File: config.mk
export PLATFORM = sky130hd
export DESIGN_NAME = led_sink_blink_timer
export DESIGN_NICKNAME = d
export VERILOG_FILES = /design/src/hdl/led_blink_pkg.sv /design/src/hdl/blink_channel.sv /design/src/hdl/led_sink_blink_timer.sv
export VERILOG_INCLUDE_DIRS = /design/src /design/src/hdl
export SDC_FILE = /design/constraint.sdc
export NUM_CORES = 1
export LEC_CHECK = 0
export ABC_AREA = 1
export BUFFER_PORTS_ARGS = -buffer_cell sky130_fd_sc_hd__buf_2
export CORE_ASPECT_RATIO = 0.6
export CORE_MARGIN = 2
export CORE_UTILIZATION = 40
export CTS_CLUSTER_DIAMETER = 100
export DETAILED_ROUTE_END_ITERATION = 12
export PLACE_DENSITY_LB_ADDON = 0.08
export SLEW_MARGIN = 30
export SYNTH_ARGS = -nofsm -noshare
export SYNTH_HDL_FRONTEND = slang
export SYNTH_SLANG_ARGS = --single-unit
File: constraint.sdc
create_clock -name ref_clk -period 2.9 [get_ports ref_clk]
set_input_delay 0.725 -clock ref_clk [delete_from_list [all_inputs] [get_ports ref_clk]]
set_output_delay 0.725 -clock ref_clk [all_outputs]
set_load 0.03 [all_outputs]
File: src/hdl/led_blink_defines.svh
// Register map, field positions, reset values and timing constants for the sink blink timer.
`ifndef LED_BLINK_DEFINES_SVH
`define LED_BLINK_DEFINES_SVH

// ----------------------------------------------------------------
// Register map
// ----------------------------------------------------------------
`define REG_SINK_ENABLE_ADDR 8'h10
`define REG_BLINK_TIMING_ADDR 8'h11
`define SINK_ENABLE_RESET 8'h00
`define BLINK_TIMING_RESET 8'h00
`define SINK_ENABLE_MASK 8'h7F
`define READ_ZERO 8'h00

// ----------------------------------------------------------------
// Field positions
// ----------------------------------------------------------------
`define SHARED_ON_TIME_MSB 7
`define SHARED_ON_TIME_LSB 6
`define CH5_OFF_TIME_LSB 0
`define OFF_TIME_FIELD_W 2
`define CH5_SINK_ENABLE_BIT 4
`define NUM_BLINK_CHANNELS 3

// ----------------------------------------------------------------
// Field codes and their durations in 0.2 s units
// ----------------------------------------------------------------
`define CODE_0 2'h0
`define CODE_1 2'h1
`define CODE_2 2'h2
`define CODE_3 2'h3
`define ON_UNITS_CODE_0 4'h1
`define ON_UNITS_CODE_1 4'h3
`define ON_UNITS_CODE_2 4'h4
`define ON_UNITS_CODE_3 4'h6
`define OFF_UNITS_DISABLED 4'h0
`define OFF_UNITS_CODE_1 4'h3
`define OFF_UNITS_CODE_2 4'h6
`define OFF_UNITS_CODE_3 4'h9

// ----------------------------------------------------------------
// Timing
// ----------------------------------------------------------------
`define BLINK_UNIT_MS 200
`define CLK_PERIOD_NS 40
`define NS_PER_MS 1000000
`define UNIT_CYCLES_DEFAULT ((`BLINK_UNIT_MS * `NS_PER_MS) / `CLK_PERIOD_NS)

`endif

File: src/hdl/led_blink_pkg.sv
// Types shared by the sink blink timer and its per-channel sequencer.
`default_nettype none
package led_blink_pkg;

	// Blink settings handed to one channel, in 0.2 s units.
	typedef struct packed {
		logic [3:0] on_units;
		logic [3:0] off_units;
	} blink_cfg_t;

	// Channel phase; Gray along idle, on, off.
	typedef enum logic [1:0] {
		PH_IDLE = 2'h0,
		PH_ON = 2'h1,
		PH_OFF = 2'h3
	} blink_phase_t;

endpackage : led_blink_pkg
`default_nettype wire

File: src/hdl/blink_channel.sv
// On/off phase sequencer for one independent current sink.
`timescale 1ns/1ns
`default_nettype none
`include "led_blink_defines.svh"

module blink_channel #(
	parameter int UNIT_CYCLES = `UNIT_CYCLES_DEFAULT,
	parameter int CNT_W = 32
) (
	input wire logic ref_clk,
	input wire logic srst,
	input wire logic enable,
	input wire led_blink_pkg::blink_cfg_t cfg,
	output logic sink_on
);

	led_blink_pkg::blink_phase_t phase, next_phase;
	logic [CNT_W-1:0] cnt, next_cnt;
	logic [CNT_W-1:0] on_len, off_len;
	logic next_sink_on;

	// Phase lengths in cycles; the widest is 1.8 s, far below the counter range.
	assign on_len = CNT_W'(cfg.on_units) * CNT_W'(UNIT_CYCLES);
	assign off_len = CNT_W'(cfg.off_units) * CNT_W'(UNIT_CYCLES);

	// Next phase; lengths are compared with >= so a shortened setting ends the phase at once.
	always_comb begin
		next_phase = phase;
		next_cnt = cnt + CNT_W'(1);
		if (!enable) begin
			next_phase = led_blink_pkg::PH_IDLE;
			next_cnt = '0;
		end else begin
			unique case (phase)
				led_blink_pkg::PH_IDLE: begin
					next_phase = led_blink_pkg::PH_ON;
					next_cnt = '0;
				end
				led_blink_pkg::PH_ON: begin
					if (cfg.off_units == `OFF_UNITS_DISABLED) begin
						next_cnt = '0;
					end else if (cnt >= on_len - CNT_W'(1)) begin
						next_phase = led_blink_pkg::PH_OFF;
						next_cnt = '0;
					end
				end
				led_blink_pkg::PH_OFF: begin
					if (cfg.off_units == `OFF_UNITS_DISABLED || cnt >= off_len - CNT_W'(1)) begin
						next_phase = led_blink_pkg::PH_ON;
						next_cnt = '0;
					end
				end
				default: begin
					next_phase = led_blink_pkg::PH_IDLE;
					next_cnt = '0;
				end
			endcase
		end
		next_sink_on = (next_phase == led_blink_pkg::PH_ON);
	end

	// Phase, counter and sink drive registers.
	always_ff @(posedge ref_clk) begin
		if (srst) begin
			phase <= led_blink_pkg::PH_IDLE;
			cnt <= '0;
			sink_on <= 1'b0;
		end else begin
			phase <= next_phase;
			cnt <= next_cnt;
			sink_on <= next_sink_on;
		end
	end

	// ----------------------------------------------------------------
	// Checks
	// ----------------------------------------------------------------
	on_phase_end_a: assert property (@(posedge ref_clk) disable iff (srst)
		(phase == led_blink_pkg::PH_ON && enable && cfg.off_units != `OFF_UNITS_DISABLED
		&& cnt >= on_len - CNT_W'(1)) |=> (phase == led_blink_pkg::PH_OFF && !sink_on && cnt == '0))
		else $error("on phase did not end on time");

	steady_on_a: assert property (@(posedge ref_clk) disable iff (srst)
		(enable && cfg.off_units == `OFF_UNITS_DISABLED) |=> sink_on)
		else $error("sink not steadily on with off time disabled");

	off_phase_end_a: assert property (@(posedge ref_clk) disable iff (srst)
		(phase == led_blink_pkg::PH_OFF && enable && cnt >= off_len - CNT_W'(1)) |=> sink_on)
		else $error("off phase did not end on time");

	disable_restart_a: assert property (@(posedge ref_clk) disable iff (srst)
		(!enable ##1 enable) |=> (sink_on && cnt == '0))
		else $error("re-enable did not restart with on phase");

endmodule : blink_channel
`default_nettype wire

File: src/hdl/led_sink_blink_timer.sv
// Blink timer for independent current sinks 5, 6 and 7 with its enable and timing registers.
`timescale 1ns/1ns
`default_nettype none
`include "led_blink_defines.svh"

// What this block does
// - Shared on-time code selects 0.2/0.6/0.8/1.2 s.
// - Blinking sink stays on for on time.
// - Channel 7 off code: disabled/0.6/1.2/1.8 s.
// - Channel 6 off code: disabled/0.6/1.2/1.8 s.
// - Channel 5 off code: disabled/0.6/1.2/1.8 s.
// - Off time disabled keeps enabled sink on.
// - Non-zero off time: on, then off, repeating.
// - Enable bit 1 turns sink on, 0 off.

module led_sink_blink_timer #(
	parameter int UNIT_CYCLES = `UNIT_CYCLES_DEFAULT,
	parameter int CNT_W = 32
) (
	input wire logic ref_clk,
	input wire logic srst,
	input wire logic [7:0] reg_addr,
	input wire logic [7:0] reg_wdata,
	input wire logic reg_wr,
	input wire logic reg_rd,
	output logic [7:0] reg_rdata,
	output logic reg_rvalid,
	output logic [2:0] sink_on
);

	// ----------------------------------------------------------------
	// Register file
	// ----------------------------------------------------------------
	logic [7:0] sink_enable, next_sink_enable;
	logic [7:0] sink_blink_timing_a, next_sink_blink_timing_a;
	logic [7:0] next_reg_rdata;
	logic next_reg_rvalid;

	// Writes land in the addressed register; the reserved enable bit is masked so it always reads zero.
	// Channels 1 to 4 keep their enable bits for readback only; they are driven elsewhere.
	always_comb begin
		next_sink_enable = sink_enable;
		next_sink_blink_timing_a = sink_blink_timing_a;
		if (reg_wr && reg_addr == `REG_SINK_ENABLE_ADDR) begin
			next_sink_enable = reg_wdata & `SINK_ENABLE_MASK;
		end
		if (reg_wr && reg_addr == `REG_BLINK_TIMING_ADDR) begin
			next_sink_blink_timing_a = reg_wdata;
		end
	end

	// Reads answer one cycle later; an unmapped address reads as zero rather than holding old data.
	always_comb begin
		next_reg_rvalid = reg_rd;
		next_reg_rdata = reg_rdata;
		if (reg_rd) begin
			unique case (reg_addr)
				`REG_SINK_ENABLE_ADDR: next_reg_rdata = sink_enable;
				`REG_BLINK_TIMING_ADDR: next_reg_rdata = sink_blink_timing_a;
				default: next_reg_rdata = `READ_ZERO;
			endcase
		end
	end

	// Register state and read port.
	always_ff @(posedge ref_clk) begin
		if (srst) begin
			sink_enable <= `SINK_ENABLE_RESET;
			sink_blink_timing_a <= `BLINK_TIMING_RESET;
			reg_rdata <= `READ_ZERO;
			reg_rvalid <= 1'b0;
		end else begin
			sink_enable <= next_sink_enable;
			sink_blink_timing_a <= next_sink_blink_timing_a;
			reg_rdata <= next_reg_rdata;
			reg_rvalid <= next_reg_rvalid;
		end
	end

	// ----------------------------------------------------------------
	// Field decode
	// ----------------------------------------------------------------

	// Shared on time in 0.2 s units.
	function automatic logic [3:0] on_units_of(input logic [1:0] code);
		logic [3:0] units;
		units = `ON_UNITS_CODE_0;
		unique case (code)
			`CODE_0: units = `ON_UNITS_CODE_0;
			`CODE_1: units = `ON_UNITS_CODE_1;
			`CODE_2: units = `ON_UNITS_CODE_2;
			`CODE_3: units = `ON_UNITS_CODE_3;
		endcase
		return units;
	endfunction : on_units_of

	// Off time in 0.2 s units; zero means blinking is disabled.
	function automatic logic [3:0] off_units_of(input logic [1:0] code);
		logic [3:0] units;
		units = `OFF_UNITS_DISABLED;
		unique case (code)
			`CODE_0: units = `OFF_UNITS_DISABLED;
			`CODE_1: units = `OFF_UNITS_CODE_1;
			`CODE_2: units = `OFF_UNITS_CODE_2;
			`CODE_3: units = `OFF_UNITS_CODE_3;
		endcase
		return units;
	endfunction : off_units_of

	logic [3:0] shared_on_time_units;
	logic [2:0] channel_enable;
	led_blink_pkg::blink_cfg_t channel_cfg [`NUM_BLINK_CHANNELS];

	// One on time serves every blinking channel.
	assign shared_on_time_units = on_units_of(sink_blink_timing_a[`SHARED_ON_TIME_MSB:`SHARED_ON_TIME_LSB]);

	// ----------------------------------------------------------------
	// Channels: index 0 is channel 5, 1 is channel 6, 2 is channel 7
	// ----------------------------------------------------------------
	for (genvar i = 0; i < `NUM_BLINK_CHANNELS; i++) begin : g_chan
		// Each channel takes its enable bit and its own off-time field.
		assign channel_enable[i] = sink_enable[`CH5_SINK_ENABLE_BIT + i];
		assign channel_cfg[i].on_units = shared_on_time_units;
		assign channel_cfg[i].off_units = off_units_of(
			sink_blink_timing_a[`CH5_OFF_TIME_LSB + `OFF_TIME_FIELD_W * i +: `OFF_TIME_FIELD_W]);

		blink_channel #(
			.UNIT_CYCLES(UNIT_CYCLES),
			.CNT_W(CNT_W)
		) u_blink_channel (
			.ref_clk(ref_clk),
			.srst(srst),
			.enable(channel_enable[i]),
			.cfg(channel_cfg[i]),
			.sink_on(sink_on[i])
		);

		enable_off_a: assert property (@(posedge ref_clk) disable iff (srst)
			!sink_enable[`CH5_SINK_ENABLE_BIT + i] |=> !sink_on[i])
			else $error("sink on while its enable is clear");
	end

	// ----------------------------------------------------------------
	// Checks
	// ----------------------------------------------------------------
	on_decode_a: assert property (@(posedge ref_clk) disable iff (srst)
		(sink_blink_timing_a[7:6] == 2'h0 |-> channel_cfg[0].on_units == 4'h1)
		and (sink_blink_timing_a[7:6] == 2'h1 |-> channel_cfg[1].on_units == 4'h3)
		and (sink_blink_timing_a[7:6] == 2'h2 |-> channel_cfg[2].on_units == 4'h4)
		and (sink_blink_timing_a[7:6] == 2'h3 |-> channel_cfg[0].on_units == 4'h6))
		else $error("shared on time decoded wrongly");

	ch7_off_decode_a: assert property (@(posedge ref_clk) disable iff (srst)
		(sink_blink_timing_a[5:4] == 2'h0 |-> channel_cfg[2].off_units == 4'h0)
		and (sink_blink_timing_a[5:4] == 2'h3 |-> channel_cfg[2].off_units == 4'h9))
		else $error("channel 7 off time decoded wrongly");

	ch6_off_decode_a: assert property (@(posedge ref_clk) disable iff (srst)
		(sink_blink_timing_a[3:2] == 2'h2 |-> channel_cfg[1].off_units == 4'h6)
		and (sink_blink_timing_a[3:2] == 2'h1 |-> channel_cfg[1].off_units == 4'h3))
		else $error("channel 6 off time decoded wrongly");

	ch5_off_decode_a: assert property (@(posedge ref_clk) disable iff (srst)
		(sink_blink_timing_a[1:0] == 2'h3 |-> channel_cfg[0].off_units == 4'h9)
		and (sink_blink_timing_a[1:0] == 2'h0 |-> channel_cfg[0].off_units == 4'h0))
		else $error("channel 5 off time decoded wrongly");

	timing_readback_a: assert property (@(posedge ref_clk) disable iff (srst)
		(reg_wr && reg_addr == `REG_BLINK_TIMING_ADDR ##1 reg_rd && !reg_wr && reg_addr == `REG_BLINK_TIMING_ADDR)
		|=> (reg_rvalid && reg_rdata == $past(reg_wdata, 2)))
		else $error("timing register readback mismatch");

endmodule : led_sink_blink_timer
`default_nettype wire

==> summary.md <==
| Metric | Value |
|---|---|
| Status | `finished with violations` |
| Violated checks | `setup timing` |
| Smallest setup slack after layout | `-7.33 ps` |
| Number of antenna violations at the first check in global routing | `0` |
| Worst slew margin relative to its limit | `36.8%` |
| Core Rows | `46` |
| Number of clock buffers inserted by TritonCTS | `17` |
| Summed instance area of the synthesized netlist | `10900 µm²` |
| Least-Margin Pin Slew | `940 ps` |
| Cell breakdown of the critical path | `inv_6, ha_4, inv_4, or2_4, nor3_4, xnor2_1, xnor2_1, buf_4, ha_4, nand4_1, inv_2, nand4_1, nor2_1, nand2_2, nand4_4, buf_6, buf_16, a21oi_2` |
| Path type of the worst setup path | `flop to flop` |
| Pin count of the biggest net entering global routing | `31` |
| Post-layout net count | `1838` |
| Max Clock Freq | `344 MHz` |
| Biggest cell delay along the critical path | `360 ps` |
| Endpoint kind of the worst setup timing path | `flop` |
| IO Pins | `32` |
| Count of antenna diodes in the layout | `0` |
| Cell total after placement | `1974` |
| Final std cell area, no fill | `13200 µm²` |
| Cells after synthesis | `1542` |
| Clock-pin slew of the registers on the worst-case setup and hold paths | `60 ps` |
| CP max FO | `6` |
| Placement-stage cell area | `11900 µm²` |
| Average size of a mapped cell | `7.09 µm²` |
| WL per Instance | `17.8 µm` |
| Final Non-Filler Cells | `2028` |
| Clock latency on the worst-skew pair | `440 ps` |
| Highest-delay cell along the critical path | `sky130_fd_sc_hd__dfxtp_4` |
| P per Cell Area | `313 nW/µm²` |
| Leading register cell type out of synthesis | `sky130_fd_sc_hd__dfxtp_1` |
| Setup Viol. Count Final | `6` |
| Crit path time final | `2910 ps` |
| CTS tree | `yes` |
| Total global routing track utilization | `25.3%` |
| Total global routing overflow | `0` |
| Startpoint kind of the worst setup timing path | `flop` |
| Flip-flop and latch count after synthesis | `129` |
| Number of buffers inserted by hold repair at cts | `0` |
| Worst setup timing slack at the placement stage | `-186 ps` |
| Signal arrival time at the worst endpoint | `3240 ps` |
| Die H | `132 µm` |
| Via count | `10700` |
| Fraction of layout instances using a drive strength above 1 | `22.6%` |
| Fin Clk Skew | `11.3 ps` |
| Final TNS setup | `-20.6 ps` |
| Number of DRC markers after the initial detailed-route iteration | `896` |
| Half-perimeter wire length after placement | `27700 µm` |
| CTS Root Cell | `sky130_fd_sc_hd__clkbuf_16` |
| RSZ-0062 raised after global routing | `yes` |
| Effective utilization at floorplan | `41.0%` |
| Die ar. | `28700 µm²` |
| Worst ir drop on vdd | `0.309 mV` |
| Power Total | `0.00415 W` |
| Synth-to-Final Area Change | `21.2%` |
| Number of global-route vias before repair | `9421` |
| Remaining routing DRC violations | `0` |
| Crit path required time | `3230 ps` |
| Max-cap violation count | `0` |
| Share of the cycle needed by the critical path after routing | `100%` |
| Number of synthesized flops with an enable pin | `0` |
| Async SR Flop Fraction | `0%` |
| Final GP Congestion | `0.994` |
| First-pass iteration count of the detailed router | `5` |
| Final Max Tran Viols | `0` |
| Number of different library cells in the post-synthesis netlist | `52` |
| Die width | `217 µm` |
| Core ar. | `26600 µm²` |
| IO Port Bufs | `31` |
| Number of levels the H-tree was split into | `4` |
| Average vias per placed instance | `5.28` |
| Final wirelength | `36100 µm` |
| Hold Fails Final Rpt | `0` |
| CTS Sinks | `129` |
| Residual antenna-violating net count after detailed routing | `0` |
| Sequential fraction of the synthesis area | `23.6%` |
| Cell leakage power | `5.74 nW` |
| Number of warnings printed during yosys synthesis | `0` |
| Buffers from clock root to sink, at most | `2` |
| Global-route wire length before repair | `55600 µm` |
| Hold crit path type | `flop to flop` |
## area by class of cell
class                   count  area (µm²)
fillers                  2650       13400
multi-input cells        1222        7880
inverters                 167         644
repair buffers            118        1060
well taps                 360         450
clock inverters            13         161
flip-flops and latches    129        2590
clock buffers              19         453
## what timing repair did
item / in CTS / in global routing
cloned: 4 / 3
endpoints found under the setup margin: 94 / 97
gates resized for setup: 52 / 62
hold endpoints to repair: 0 / 0
pin swaps: 24 / 37
setup buffers: 14 / 5
## worst paths after layout
kind                                       startpoint                                           end  slack, ps  cells past startpoint
setup reg to reg  sink_blink_timing_a[7]$_SDFFE_PP0P_  g_chan[2].u_blink_channel.cnt[19]$_SDFF_PP0_         -7                     18
hold / removal            sink_enable[3]$_SDFFE_PP0P_                   sink_enable[3]$_SDFFE_PP0P_        460                      2
hold reg to reg           sink_enable[3]$_SDFFE_PP0P_                   sink_enable[3]$_SDFFE_PP0P_        460                      2
setup / recovery  sink_blink_timing_a[7]$_SDFFE_PP0P_  g_chan[2].u_blink_channel.cnt[19]$_SDFF_PP0_         -7                     18
## power breakdown
group | switching [W] | internal, W
combinational | 0.0000502 | 0.0000291
sequential | 0.00000384 | 0.00178
clock | 0.000894 | 0.00139
total | 0.000948 | 0.00320
## cell usage after synthesis (9+ instances only)
cell                       instances  area, µm²
sky130_fd_sc_hd__buf_6            13        146
sky130_fd_sc_hd__inv_1           154        578
sky130_fd_sc_hd__nand2_1         338       1270
sky130_fd_sc_hd__a21oi_1          94        470
sky130_fd_sc_hd__a21o_1           10       75.1
sky130_fd_sc_hd__nor2_2           12       75.1
sky130_fd_sc_hd__nor3_1           53        265
sky130_fd_sc_hd__dfxtp_1         129       2580
sky130_fd_sc_hd__xor2_1           10       87.6
sky130_fd_sc_hd__nand3_1         118        591
sky130_fd_sc_hd__nand2_2          10       62.6
sky130_fd_sc_hd__or2_2            29        181
sky130_fd_sc_hd__nand3b_1         13       97.6
sky130_fd_sc_hd__nand4_1          40        250
sky130_fd_sc_hd__inv_2            12       45.0
sky130_fd_sc_hd__nor2_1          130        488
sky130_fd_sc_hd__clkbuf_1          9       33.8
sky130_fd_sc_hd__o21ai_0          45        225
sky130_fd_sc_hd__ha_1            163       2040
sky130_fd_sc_hd__nor4_1            9       56.3
sky130_fd_sc_hd__a21oi_2          80        701
## cells by family after synthesis
family                     count (synthesis)  synth area share [%]
AOI/OAI and AO/OA                        263                  15.8
xor gates and xnor gates                  14                  1.12
adders and majority gates                163                  18.7
buffers and inverters                    198                  8.02
DFF                                      129                  23.6
other                                      1                0.0343
and+or+nand+nor                          774                  32.7
## through the flow
stage | util [%] | hold WS [ps]
CTS | 48.5 | 448
global route | 49.7 | 478
finish | 49.7 | 456
detailed placement | 44.6 | 439
global placement | 44.6 | 436
floorplan | - | 425
## routing by layer
layer  vias to the layer above  wire [µm]  part of all wire (%)  track usage [%]
li1                       5464          -                     -                -
met1                      4863      19800                    55             42.5
met2                       371      12300                    34             29.2
met3                        17       3800                    11             8.93
met4                         0        209                  0.58             3.61
met5                         -          0                     0                0
## layout by cell type (no fill, tap or decap), drive strengths merged, types with 2 or more instances in the layout
| master | n |
|---|---|
| o211ai | 4 |
| ha | 163 |
| xor2 | 10 |
| o21ai | 49 |
| dfxtp | 129 |
| o221ai | 7 |
| a31oi | 2 |
| and3 | 2 |
| conb | 8 |
| a211oi | 3 |
| bufinv | 3 |
| nor3 | 57 |
| nand3b | 13 |
| a21o | 10 |
| or2 | 31 |
| o21a | 5 |
| nand3 | 121 |
| o21bai | 3 |
| clkbuf | 22 |
| inv | 166 |
| a21boi | 2 |
| and2 | 2 |
| nand4 | 44 |
| xnor2 | 4 |
| a21oi | 174 |
| nor4 | 9 |
| nor2 | 145 |
| clkinvlp | 4 |
| clkinv | 7 |
| nand2 | 349 |
| buf | 115 |
## sequential cells by signal (all words and copies together) (netlist names)
name,count
g_chan.u_blink_channel.cnt,96
reg_rdata,8
sink_blink_timing_a,8
sink_enable,7
g_chan.u_blink_channel.phase,6
g_chan.u_blink_channel.sink_on,3
reg_rvalid,1
## critical path, delay by kind of cell (launching register included)
kind,cells,cell delay (ps)
adder cells (fa/ha/maj),2,420
AND/OR/NAND/NOR,7,1050
flip-flops,1,360
XOR/XNOR,2,240
AO/OA/AOI/OAI,1,50
buffers and inverters,6,650
(Power assumes the default switching activity.)
